**src/include/ocd_pkg.sv**
```systemverilog
// constants for the per-channel output delay / sysref control block
// assumes eight channels A..H with sixteen outputs behind them
package ocd_pkg;
  localparam int NCH_DEF = 8;
  localparam int NOUT_DEF = 16;
  localparam int DIV_W = 15;
  localparam int DELAY_W = 26;

  // serial frame: read flag, 7-bit address, 8-bit data, msb first
  localparam int ADDR_W = 7;
  localparam logic [4:0] HDR_LAST = 5'h07;
  localparam logic [4:0] FRAME_LAST = 5'h0F;
  localparam logic [4:0] FRAME_DONE = 5'h10;

  // channel block: four bytes per channel from the base
  localparam logic [1:0] CH_BLOCK_TAG = 2'h2;
  localparam logic [1:0] SUB_DIV = 2'h0;
  localparam logic [1:0] SUB_WIDE_HI = 2'h1;
  localparam logic [1:0] SUB_CTRL = 2'h2;
  localparam logic [1:0] SUB_BIAS = 2'h3;

  // bit positions in the control byte
  localparam int B_PD = 7;
  localparam int B_AMP = 6;
  localparam int B_RETIME = 5;
  localparam int B_BYPASS = 4;
  localparam int B_SEL = 1;
  localparam int B_WIDE0 = 0;
  // bit positions in the bias byte
  localparam int B_BIAS_TYPE = 1;
  localparam int B_FORCE = 0;

  // reset values
  localparam logic [6:0] DIV_RST = 7'h0B;
  localparam logic [8:0] WIDE_RST = 9'h000;
  localparam logic BIAS_TYPE_RST = 1'b1;

  // divider decode
  localparam logic [2:0] ST1_BYPASS = 3'h0;
  localparam logic [2:0] ST1_MAX_CODE = 3'h4;
  localparam logic [3:0] ST2_MAX_CODE = 4'hC;

  // step sizes in femtoseconds: internal oscillator period 254.314 ps
  localparam logic [DELAY_W-1:0] OSC_PERIOD_FS = 26'h003_E16A;
  localparam logic [DELAY_W-1:0] HALF_PERIOD_FS = OSC_PERIOD_FS >> 1;
  localparam logic [DELAY_W-1:0] WIDE_STEP_FS = HALF_PERIOD_FS;

  // channels that only carry the lvpecl outputs and the bypass path
  localparam int CH_C = 2;
  localparam int CH_D = 3;

  // per-channel output drive state
  typedef enum logic [1:0] {
    SR_LOW = 2'h0,
    SR_CROSS = 2'h1,
    SR_TOGGLE = 2'h2,
    SR_CLOCK = 2'h3
  } ocd_state_t;

  // owning channel of each output: A0 B0 B1 C0 C1 D0 D1 E0 E1 E2 F0 F1 G0 H0 H1 H2
  localparam int OUT_CH [NOUT_DEF] = '{0, 1, 1, 2, 2, 3, 3, 4, 4, 4, 5, 5, 6, 7, 7, 7};
endpackage

```
**src/rtl/ocd_channel_ctrl.sv**
```systemverilog
// per-channel wide delay, power-down, clock/sysref select and bias control
// assumes a 4-wire serial config port, SCLK at most CLK/6, pins asynchronous
//
// Contract
// wide delay equals the 9-bit code times 127 ps, 512 steps
// code zero gives no delay; all ones gives 64.977 ns
// software keeps the wide delay stage input at or below 4 GHz
// power-down bit 0 runs the channel, 1 stops outputs, divider, delay; resets 0 (CH_DIV_RATIO keeps showing the ratio while powered down)
// channel power-down overrides every individual output power-down
// software sets the low-supply flag for 700 mV outputs on 1.8 V supply
// retime step bit acts only on sysref channels, never on clock channels
// software clears retime step bit unless external oscillator below 2 GHz
// retime bit clear: fine step is one oscillator period, 254 ps
// retime bit clear: only codes 4n and 4n+1 valid
// retime bit set: every code valid, step is half an oscillator period
// select 0 makes a divided clock channel, 1 a sysref channel
// bias type 0 idles sysref low, 1 at cross point; default 1
// force 0 toggles during an event, 1 holds the bias level
// bias controls exist only on lvds channels, absent on C and D
// C/D bypass 0 uses channel path, 1 buffers external oscillator undivided
// divider is stage one (1..5) times power of two; stage one 000 bypasses
`timescale 1ns/1ps
module ocd_channel_ctrl
  import ocd_pkg::*;
#(
  parameter int NCH = NCH_DEF,
  parameter int NOUT = NOUT_DEF
) (
  // clock and reset
  input wire logic CLK,
  input wire logic RST,
  // serial configuration port
  input wire logic SPI_CS_N,
  input wire logic SPI_SCLK,
  input wire logic SPI_SDI,
  output logic SPI_SDO,
  output logic SPI_SDO_OE,
  // inputs from same-clock output logic
  input wire logic [NOUT-1:0] OUT_PD_REQ,
  input wire logic [NCH*8-1:0] FINE_CODE,
  input wire logic SYSREF_EVENT,
  // per-output enables
  output logic [NOUT-1:0] OUT_EN,
  // per-channel status and settings
  output logic [NCH-1:0] CH_RUN,
  output logic [NCH-1:0] CH_SYSREF_MODE,
  output logic [NCH-1:0] CH_EXT_BYPASS,
  output logic [NCH-1:0] CH_LOW_SUPPLY_AMP,
  output logic [NCH-1:0] FINE_CODE_BAD,
  output logic [NCH*DIV_W-1:0] CH_DIV_RATIO,
  output logic [NCH*DELAY_W-1:0] WIDE_DELAY_FS,
  output logic [NCH*DELAY_W-1:0] FINE_DELAY_FS,
  output logic [NCH*2-1:0] SYSREF_STATE
);

  // pin synchronisers
  logic cs_s1_r, cs_s2_r, sck_s1_r, sck_s2_r, sdi_s1_r, sdi_s2_r, sck_d_r;

  // select resets to idle so no frame opens while the pins settle
  always_ff @(posedge CLK) begin
    if (RST) begin
      cs_s1_r <= 1'b1;
      cs_s2_r <= 1'b1;
    end else begin
      cs_s1_r <= SPI_CS_N;
      cs_s2_r <= cs_s1_r;
    end
  end

  // delayed copy starts at the idle low level, so reset gives no false rise
  always_ff @(posedge CLK) begin
    if (RST) begin
      sck_s1_r <= 1'b0;
      sck_s2_r <= 1'b0;
      sck_d_r <= 1'b0;
    end else begin
      sck_s1_r <= SPI_SCLK;
      sck_s2_r <= sck_s1_r;
      sck_d_r <= sck_s2_r;
    end
  end

  // data shares the clock's latency, so each detected rise sees its own bit
  always_ff @(posedge CLK) begin
    if (RST) begin
      sdi_s1_r <= 1'b0;
      sdi_s2_r <= 1'b0;
    end else begin
      sdi_s1_r <= SPI_SDI;
      sdi_s2_r <= sdi_s1_r;
    end
  end

  // serial frame handling
  logic [4:0] cnt_r;
  logic [6:0] shift_r;
  logic [7:0] out_sh_r;
  logic rd_r;
  logic [ADDR_W-1:0] addr_r;
  logic sdo_r, sdo_oe_r;

  wire sck_rise = sck_s2_r & ~sck_d_r;
  wire active = ~cs_s2_r;
  wire [7:0] frame_byte = {shift_r, sdi_s2_r};
  // bits past the sixteenth are ignored until select goes high
  wire bit_take = active & sck_rise & (cnt_r != FRAME_DONE);
  wire hdr_fire = active & sck_rise & (cnt_r == HDR_LAST);
  wire data_fire = active & sck_rise & (cnt_r == FRAME_LAST);
  wire wr_fire = data_fire & ~rd_r;
  wire [ADDR_W-1:0] hdr_addr = frame_byte[ADDR_W-1:0];
  wire hdr_rd = frame_byte[7];
  wire [ADDR_W-1:0] wr_addr = addr_r;
  wire wr_hit = wr_addr[6:5] == CH_BLOCK_TAG;
  wire [2:0] wr_ch = wr_addr[4:2];
  wire [1:0] wr_sub = wr_addr[1:0];
  wire [7:0] wr_data = frame_byte;

  // channel register storage
  logic [6:0] div_r [NCH];
  logic [8:0] wide_r [NCH];
  logic [NCH-1:0] pd_r, amp_r, retime_r, sel_r, bias_type_r, force_r, bypass_r;

  // read decode on the header address, loaded into the shifter at the header's end
  wire rd_hit = hdr_addr[6:5] == CH_BLOCK_TAG;
  wire [2:0] rd_ch = hdr_addr[4:2];
  wire [1:0] rd_sub = hdr_addr[1:0];
  wire [7:0] rd_ctrl = {pd_r[rd_ch], amp_r[rd_ch], retime_r[rd_ch], bypass_r[rd_ch],
                        2'h0, sel_r[rd_ch], wide_r[rd_ch][0]};
  wire [7:0] rd_bias = {6'h00, bias_type_r[rd_ch], force_r[rd_ch]};
  wire [7:0] rd_sel = (rd_sub == SUB_DIV) ? {1'b0, div_r[rd_ch]} :
                      (rd_sub == SUB_WIDE_HI) ? wide_r[rd_ch][8:1] :
                      (rd_sub == SUB_CTRL) ? rd_ctrl : rd_bias;
  // unmapped addresses read back as zero
  wire [7:0] rd_data = rd_hit ? rd_sel : 8'h00;

  // a frame cut short by select leaves no write behind
  always_ff @(posedge CLK) begin
    if (RST) begin
      cnt_r <= 5'h00;
      shift_r <= 7'h00;
      rd_r <= 1'b0;
      addr_r <= '0;
    end else if (!active) begin
      cnt_r <= 5'h00;
      rd_r <= 1'b0;
    end else if (bit_take) begin
      cnt_r <= cnt_r + 5'h01;
      shift_r <= frame_byte[6:0];
      if (hdr_fire) begin
        rd_r <= hdr_rd;
        addr_r <= hdr_addr;
      end
    end
  end

  // read data is captured at the header's end, so a later write cannot tear it
  always_ff @(posedge CLK) begin
    if (RST) begin
      out_sh_r <= 8'h00;
      sdo_r <= 1'b0;
      sdo_oe_r <= 1'b0;
    end else if (!active) begin
      sdo_oe_r <= 1'b0;
    end else if (hdr_fire) begin
      out_sh_r <= {rd_data[6:0], 1'b0};
      sdo_r <= rd_data[7];
      sdo_oe_r <= hdr_rd;
    end else if (data_fire) begin
      // release the line once the last data bit has been sampled
      sdo_oe_r <= 1'b0;
    end else if (bit_take && rd_r) begin
      sdo_r <= out_sh_r[7];
      out_sh_r <= {out_sh_r[6:0], 1'b0};
    end
  end

  assign SPI_SDO = sdo_r;
  assign SPI_SDO_OE = sdo_oe_r;

  // per-channel registers and derived outputs
  for (genvar c = 0; c < NCH; c++) begin : g_ch
    // C and D carry no bias controls but own the bypass select
    localparam bit IS_CD = (c == CH_C) || (c == CH_D);
    wire hit = wr_fire & wr_hit & (wr_ch == 3'(c));
    wire hit_div = hit & (wr_sub == SUB_DIV);
    wire hit_wide = hit & (wr_sub == SUB_WIDE_HI);
    wire hit_ctrl = hit & (wr_sub == SUB_CTRL);
    wire hit_bias = hit & (wr_sub == SUB_BIAS);

    always_ff @(posedge CLK) begin
      if (RST) begin
        div_r[c] <= DIV_RST;
      end else if (hit_div) begin
        div_r[c] <= wr_data[6:0];
      end
    end

    // the two halves land in separate frames: software sees a mixed code in between
    always_ff @(posedge CLK) begin
      if (RST) begin
        wide_r[c] <= WIDE_RST;
      end else if (hit_wide) begin
        wide_r[c][8:1] <= wr_data;
      end else if (hit_ctrl) begin
        wide_r[c][0] <= wr_data[B_WIDE0];
      end
    end

    always_ff @(posedge CLK) begin
      if (RST) begin
        pd_r[c] <= 1'b0;
      end else if (hit_ctrl) begin
        pd_r[c] <= wr_data[B_PD];
      end
    end

    always_ff @(posedge CLK) begin
      if (RST) begin
        amp_r[c] <= 1'b0;
      end else if (hit_ctrl) begin
        amp_r[c] <= wr_data[B_AMP];
      end
    end

    always_ff @(posedge CLK) begin
      if (RST) begin
        retime_r[c] <= 1'b0;
      end else if (hit_ctrl) begin
        retime_r[c] <= wr_data[B_RETIME];
      end
    end

    always_ff @(posedge CLK) begin
      if (RST) begin
        sel_r[c] <= 1'b0;
      end else if (hit_ctrl) begin
        sel_r[c] <= wr_data[B_SEL];
      end
    end

    always_ff @(posedge CLK) begin
      if (RST) begin
        bypass_r[c] <= 1'b0;
      end else if (hit_ctrl) begin
        bypass_r[c] <= IS_CD & wr_data[B_BYPASS];
      end
    end

    // C and D hold their bias bits at zero, so a read shows they are absent
    always_ff @(posedge CLK) begin
      if (RST) begin
        bias_type_r[c] <= IS_CD ? 1'b0 : BIAS_TYPE_RST;
      end else if (hit_bias) begin
        bias_type_r[c] <= ~IS_CD & wr_data[B_BIAS_TYPE];
      end
    end

    always_ff @(posedge CLK) begin
      if (RST) begin
        force_r[c] <= 1'b0;
      end else if (hit_bias) begin
        force_r[c] <= ~IS_CD & wr_data[B_FORCE];
      end
    end

    // divider: stage one 1..5, stage two a power of two, stage one 000 skips stage two
    wire [2:0] st1_code = div_r[c][2:0];
    wire [3:0] st2_code = div_r[c][6:3];
    // reserved codes: stage one falls back to 1, stage two clamps to its largest legal setting
    wire [2:0] st1_val = (st1_code <= ST1_MAX_CODE) ? st1_code + 3'h1 : 3'h1;
    wire [3:0] st2_lim = (st2_code > ST2_MAX_CODE) ? ST2_MAX_CODE : st2_code;
    wire [3:0] st2_sh = (st1_code == ST1_BYPASS) ? 4'h0 : st2_lim;
    wire [DIV_W-1:0] ratio_nxt = bypass_r[c] ? DIV_W'(1) : (DIV_W'(st1_val) << st2_sh);

    // bypass skips the channel's divider and delay circuits
    wire idle = pd_r[c] | bypass_r[c];
    wire [DELAY_W-1:0] wide_nxt = idle ? '0 : DELAY_W'(wide_r[c]) * WIDE_STEP_FS;

    // half steps only when a sysref channel asks for them
    wire half_step = sel_r[c] & retime_r[c];
    wire [DELAY_W-1:0] fine_step = half_step ? HALF_PERIOD_FS : OSC_PERIOD_FS;
    wire [7:0] fine_code = FINE_CODE[c*8 +: 8];
    wire [DELAY_W-1:0] fine_nxt = idle ? '0 : DELAY_W'(fine_code) * fine_step;
    // codes 4n+2 and 4n+3 have no meaning with full steps
    wire bad_nxt = sel_r[c] & ~retime_r[c] & fine_code[1];

    ocd_state_t st_nxt;
    always_comb begin
      if (pd_r[c]) begin
        st_nxt = SR_LOW;
      end else if (!sel_r[c]) begin
        st_nxt = SR_CLOCK;
      end else if (SYSREF_EVENT && !force_r[c]) begin
        st_nxt = SR_TOGGLE;
      end else if (bias_type_r[c]) begin
        st_nxt = SR_CROSS;
      end else begin
        st_nxt = SR_LOW;
      end
    end

    // status flags, one cycle behind the stored settings
    always_ff @(posedge CLK) begin
      if (RST) begin
        CH_RUN[c] <= 1'b0;
        CH_SYSREF_MODE[c] <= 1'b0;
        CH_EXT_BYPASS[c] <= 1'b0;
        CH_LOW_SUPPLY_AMP[c] <= 1'b0;
        FINE_CODE_BAD[c] <= 1'b0;
      end else begin
        CH_RUN[c] <= ~pd_r[c];
        CH_SYSREF_MODE[c] <= sel_r[c];
        CH_EXT_BYPASS[c] <= bypass_r[c];
        CH_LOW_SUPPLY_AMP[c] <= amp_r[c];
        FINE_CODE_BAD[c] <= bad_nxt;
      end
    end

    // values registered so the products never reach the pins combinationally
    always_ff @(posedge CLK) begin
      if (RST) begin
        CH_DIV_RATIO[c*DIV_W +: DIV_W] <= '0;
        WIDE_DELAY_FS[c*DELAY_W +: DELAY_W] <= '0;
        FINE_DELAY_FS[c*DELAY_W +: DELAY_W] <= '0;
        SYSREF_STATE[c*2 +: 2] <= SR_LOW;
      end else begin
        CH_DIV_RATIO[c*DIV_W +: DIV_W] <= ratio_nxt;
        WIDE_DELAY_FS[c*DELAY_W +: DELAY_W] <= wide_nxt;
        FINE_DELAY_FS[c*DELAY_W +: DELAY_W] <= fine_nxt;
        SYSREF_STATE[c*2 +: 2] <= st_nxt;
      end
    end
  end

  // output enables: channel power-down wins over each output's own request
  for (genvar o = 0; o < NOUT; o++) begin : g_out
    always_ff @(posedge CLK) begin
      if (RST) begin
        OUT_EN[o] <= 1'b0;
      end else begin
        OUT_EN[o] <= ~pd_r[OUT_CH[o]] & ~OUT_PD_REQ[o];
      end
    end
  end

endmodule

```
**config.mk**
```make
export PLATFORM = sky130hd
export DESIGN_NAME = ocd_channel_ctrl
export DESIGN_NICKNAME = d
export VERILOG_FILES = /design/src/include/ocd_pkg.sv /design/src/rtl/ocd_channel_ctrl.sv
export SDC_FILE = /design/constraint.sdc
export NUM_CORES = 2
export LEC_CHECK = 0
export BUFFER_PORTS_ARGS = -buffer_cell sky130_fd_sc_hd__buf_2
export CAP_MARGIN = 25
export CELL_PAD_IN_SITES_DETAIL_PLACEMENT = 1
export CELL_PAD_IN_SITES_GLOBAL_PLACEMENT = 1
export CORE_MARGIN = 5
export CORE_UTILIZATION = 52
export CTS_CLUSTER_DIAMETER = 120
export CTS_CLUSTER_SIZE = 10
export DETAILED_ROUTE_END_ITERATION = 8
export PLACE_DENSITY = 0.95
export SLEW_MARGIN = 20
export SYNTH_ARGS = -nofsm -noshare
export SYNTH_HDL_FRONTEND = slang
export SYNTH_SLANG_ARGS = --single-unit
```
**constraint.sdc**
```tcl
create_clock -name CLK -period 11.55 [get_ports CLK]
set_clock_uncertainty 0.15 [all_clocks]
set_input_delay 1.7325 -clock CLK [delete_from_list [all_inputs] [get_ports CLK]]
set_output_delay 1.7325 -clock CLK [all_outputs]
set_load 0.02 [all_outputs]
```
==> run metrics <==
Max-cap violations 0; Via Count 58300; DR WL/cell 25.4 µm; share of cells above drive strength 1 11.4%; layout overhead on the synthesized area 11.2%; IO Port Bufs 689; post-synth top area share 22.0%; crit share post-route 57.2%; relative slew slack 25.1%; cts hold-fix bufs 0; Hold WC Path Type reg -> reg; Setup CP Type in -> reg; Primary FF master, synth dfxtp_1; first-pass GRT wire length 389000 µm; FMAX 151 MHz; Worst Max-Slew Pin Slew 1120 ps; Seq/Total Area, Yosys 24.5%; Post-Route WL 254000 µm; RSZ-0062 raised after global routing no; crit path DAT 7060 ps; synth top area cells fa_1 22%, dfxtp_1 19%, ha_1 18%; clock slew at reported path FFs 60 ps; synthesis-stage register bit count 815; CORE AREA 0.137 mm²; Critical Path End Type flip-flop; Core Util, Final 58.1%; Finish-stage setup viols 0; Cell variety after synth 86; DRT iter0 DRCs 3763; final hold violations 0; Resize count post-CTS 0; GR Overflow Total 0; Post-DP HPWL 197000 µm; worst skew pair latency 730 ps; FP Rows 136; gr usage total 34.3%; placement-stage cell area 0.0772 mm²; layout net count 10100; Slew Limit Fails 0; met3 GRT Util 7.13%; worst-path maximum fanout 6; Syn Area/Cell 9.61 µm²; ys async rst share 0%; worst path required time 12010 ps; Post-Syn Instances 7457; via density per instance 5.83; cell area after layout 0.0797 mm²; Tot Pwr 14.0 mW; final setup TNS 0 ps; non-filler cells, final 9998; GR Layer Usage met1 38.4%; CTS Sinks 815; Ports 696; Setup crit start kind input port; yosys warns 0; pin count of the biggest net entering global routing 70; vias in the first global route 66700; CTS tree yes; die height 381 µm; Initial DRT Pass Iterations 6; worst IR drop on VDD 0.000162 V; Die ar. 0.145 mm²; GRT met2 Usage 59.4%; cell taking the most area after synthesis fa_1; EDFF count, synth 128; post-route DRC violation count 0; die boundary width 381 µm; setup bufs post-CTS 0; Routability Congestion 0.944; initial core utilization 52.2%; PD cells 176 mW/mm²; Post-Syn Area 0.0717 mm²; initial antenna violation count 22; H-tree level count 3; CTS buffer count 91; GR peak layer met2; crit path time final 6600 ps; status finished clean; clk root buf clkbuf_16; Routed Antenna Nets 0; maximum clock insertion buffer count 3; Leak Pwr 41.5 nW; Post-Place Cells 9862
-- report_power, final --
group	total (mW)	switching, mW	internal (mW)
Combinational	7.63	4.73	2.90
Sequential	3.64	0.266	3.38
Clock	2.75	1.31	1.44
-- area by class of cell --
type / count / area, µm²
fillers: 15600 / 57600
multi-input cells: 5093 / 48200
flip-flops and latches: 815 / 17600
inverters: 1442 / 5410
repair buffers: 718 / 3670
clock buffers: 116 / 2390
well taps: 1794 / 2240
clock inverters: 7 / 119
diodes: 13 / 32.5
-- routing by layer --
layer	part of all wire, %	vias up
met5	0.021	-
li1	-	25400
met3	6.8	1044
met4	7.6	6
met2	49	2630
met1	37	29200
-- cells by family after synthesis --
group	after synthesis	synth area share, %
fa+ha+maj	1805	39.7
other cells	2	0.0105
simple gates	1832	12.2
mux	135	2.60
xor+xnor	294	3.59
flops	815	24.5
compound gates	965	8.84
buf+inv	1609	8.47
-- through the flow --
step	setup slack [ps]	hold WS (ps)
global placement	4520	251
floorplan	5130	239
finish	4950	290
detailed placement	4410	260
global route	4740	298
CTS	5070	291
-- critical path, cell delays in order --
cell	delay [ps]
buf_2	170
and3_1	230
or2_2	320
ha_1	310
inv_1	70
fa_1	550
inv_1	80
fa_1	410
inv_1	120
fa_1	440
inv_1	70
ha_1	260
o21a_1	210
nor2_1	240
nor2_1	90
a211oi_1	780
nor2_1	80
a211oi_1	450
o221ai_1	210
xnor2_1	170
nor2_1	50
-- path summary, 6_finish.rpt --
kind | slack [ps] | cells past startpoint | start | end
min | 290 | 1 | cs_s1_r | cs_s2_r
max reg2reg | 5110 | 21 | retime_r[3] | FINE_DELAY_FS[100]
max | 4950 | 21 | FINE_CODE[27] | FINE_DELAY_FS[100]
min reg2reg | 290 | 1 | cs_s1_r | cs_s2_r
-- cells in the final DEF (no fill, tap or decap), types with 142 or more instances in the layout --
master	Yosys	final
ha_1	1019	1019
nand2_1	384	384
xnor2_1	152	152
inv_1	1440	1440
buf_2	7	688
and2_1	212	212
fa_1	786	786
xor2_1	142	142
a21oi_1	270	270
nor2_1	666	666
dfxtp_1	687	682
a21o_1	151	151
-- flip-flops by register name (all words and copies together), names as in the netlist, 5 cells and up, named ones only --
register	count
OUT_EN	16
bias_type_r	6
pd_r	8
retime_r	8
addr_r	7
CH_RUN	8
wide_r	72
SYSREF_STATE	16
sel_r	8
FINE_DELAY_FS	208
WIDE_DELAY_FS	208
div_r	56
FINE_CODE_BAD	8
CH_DIV_RATIO	120
shift_r	7
cnt_r	5
CH_LOW_SUPPLY_AMP	8
force_r	6
out_sh_r	7
amp_r	8
CH_SYSREF_MODE	8
-- cells in the mapped netlist, types with 48 or more instances --
cell type / n
nor3_1: 88
and2_1: 212
xor2_1: 142
o21ai_1: 48
clkbuf_1: 145
dfxtp_1: 687
inv_1: 1440
and3_1: 48
nand2_1: 384
o21bai_1: 62
or3_1: 53
nand2b_1: 69
nand3_1: 81
a21oi_1: 270
edfxtp_1: 128
a21o_1: 151
o21ai_0: 120
mux2i_1: 84
nor2_1: 666
ha_1: 1019
nor2b_1: 79
fa_1: 786
xnor2_1: 152
Note: power is estimated with default switching activity, not from simulation.
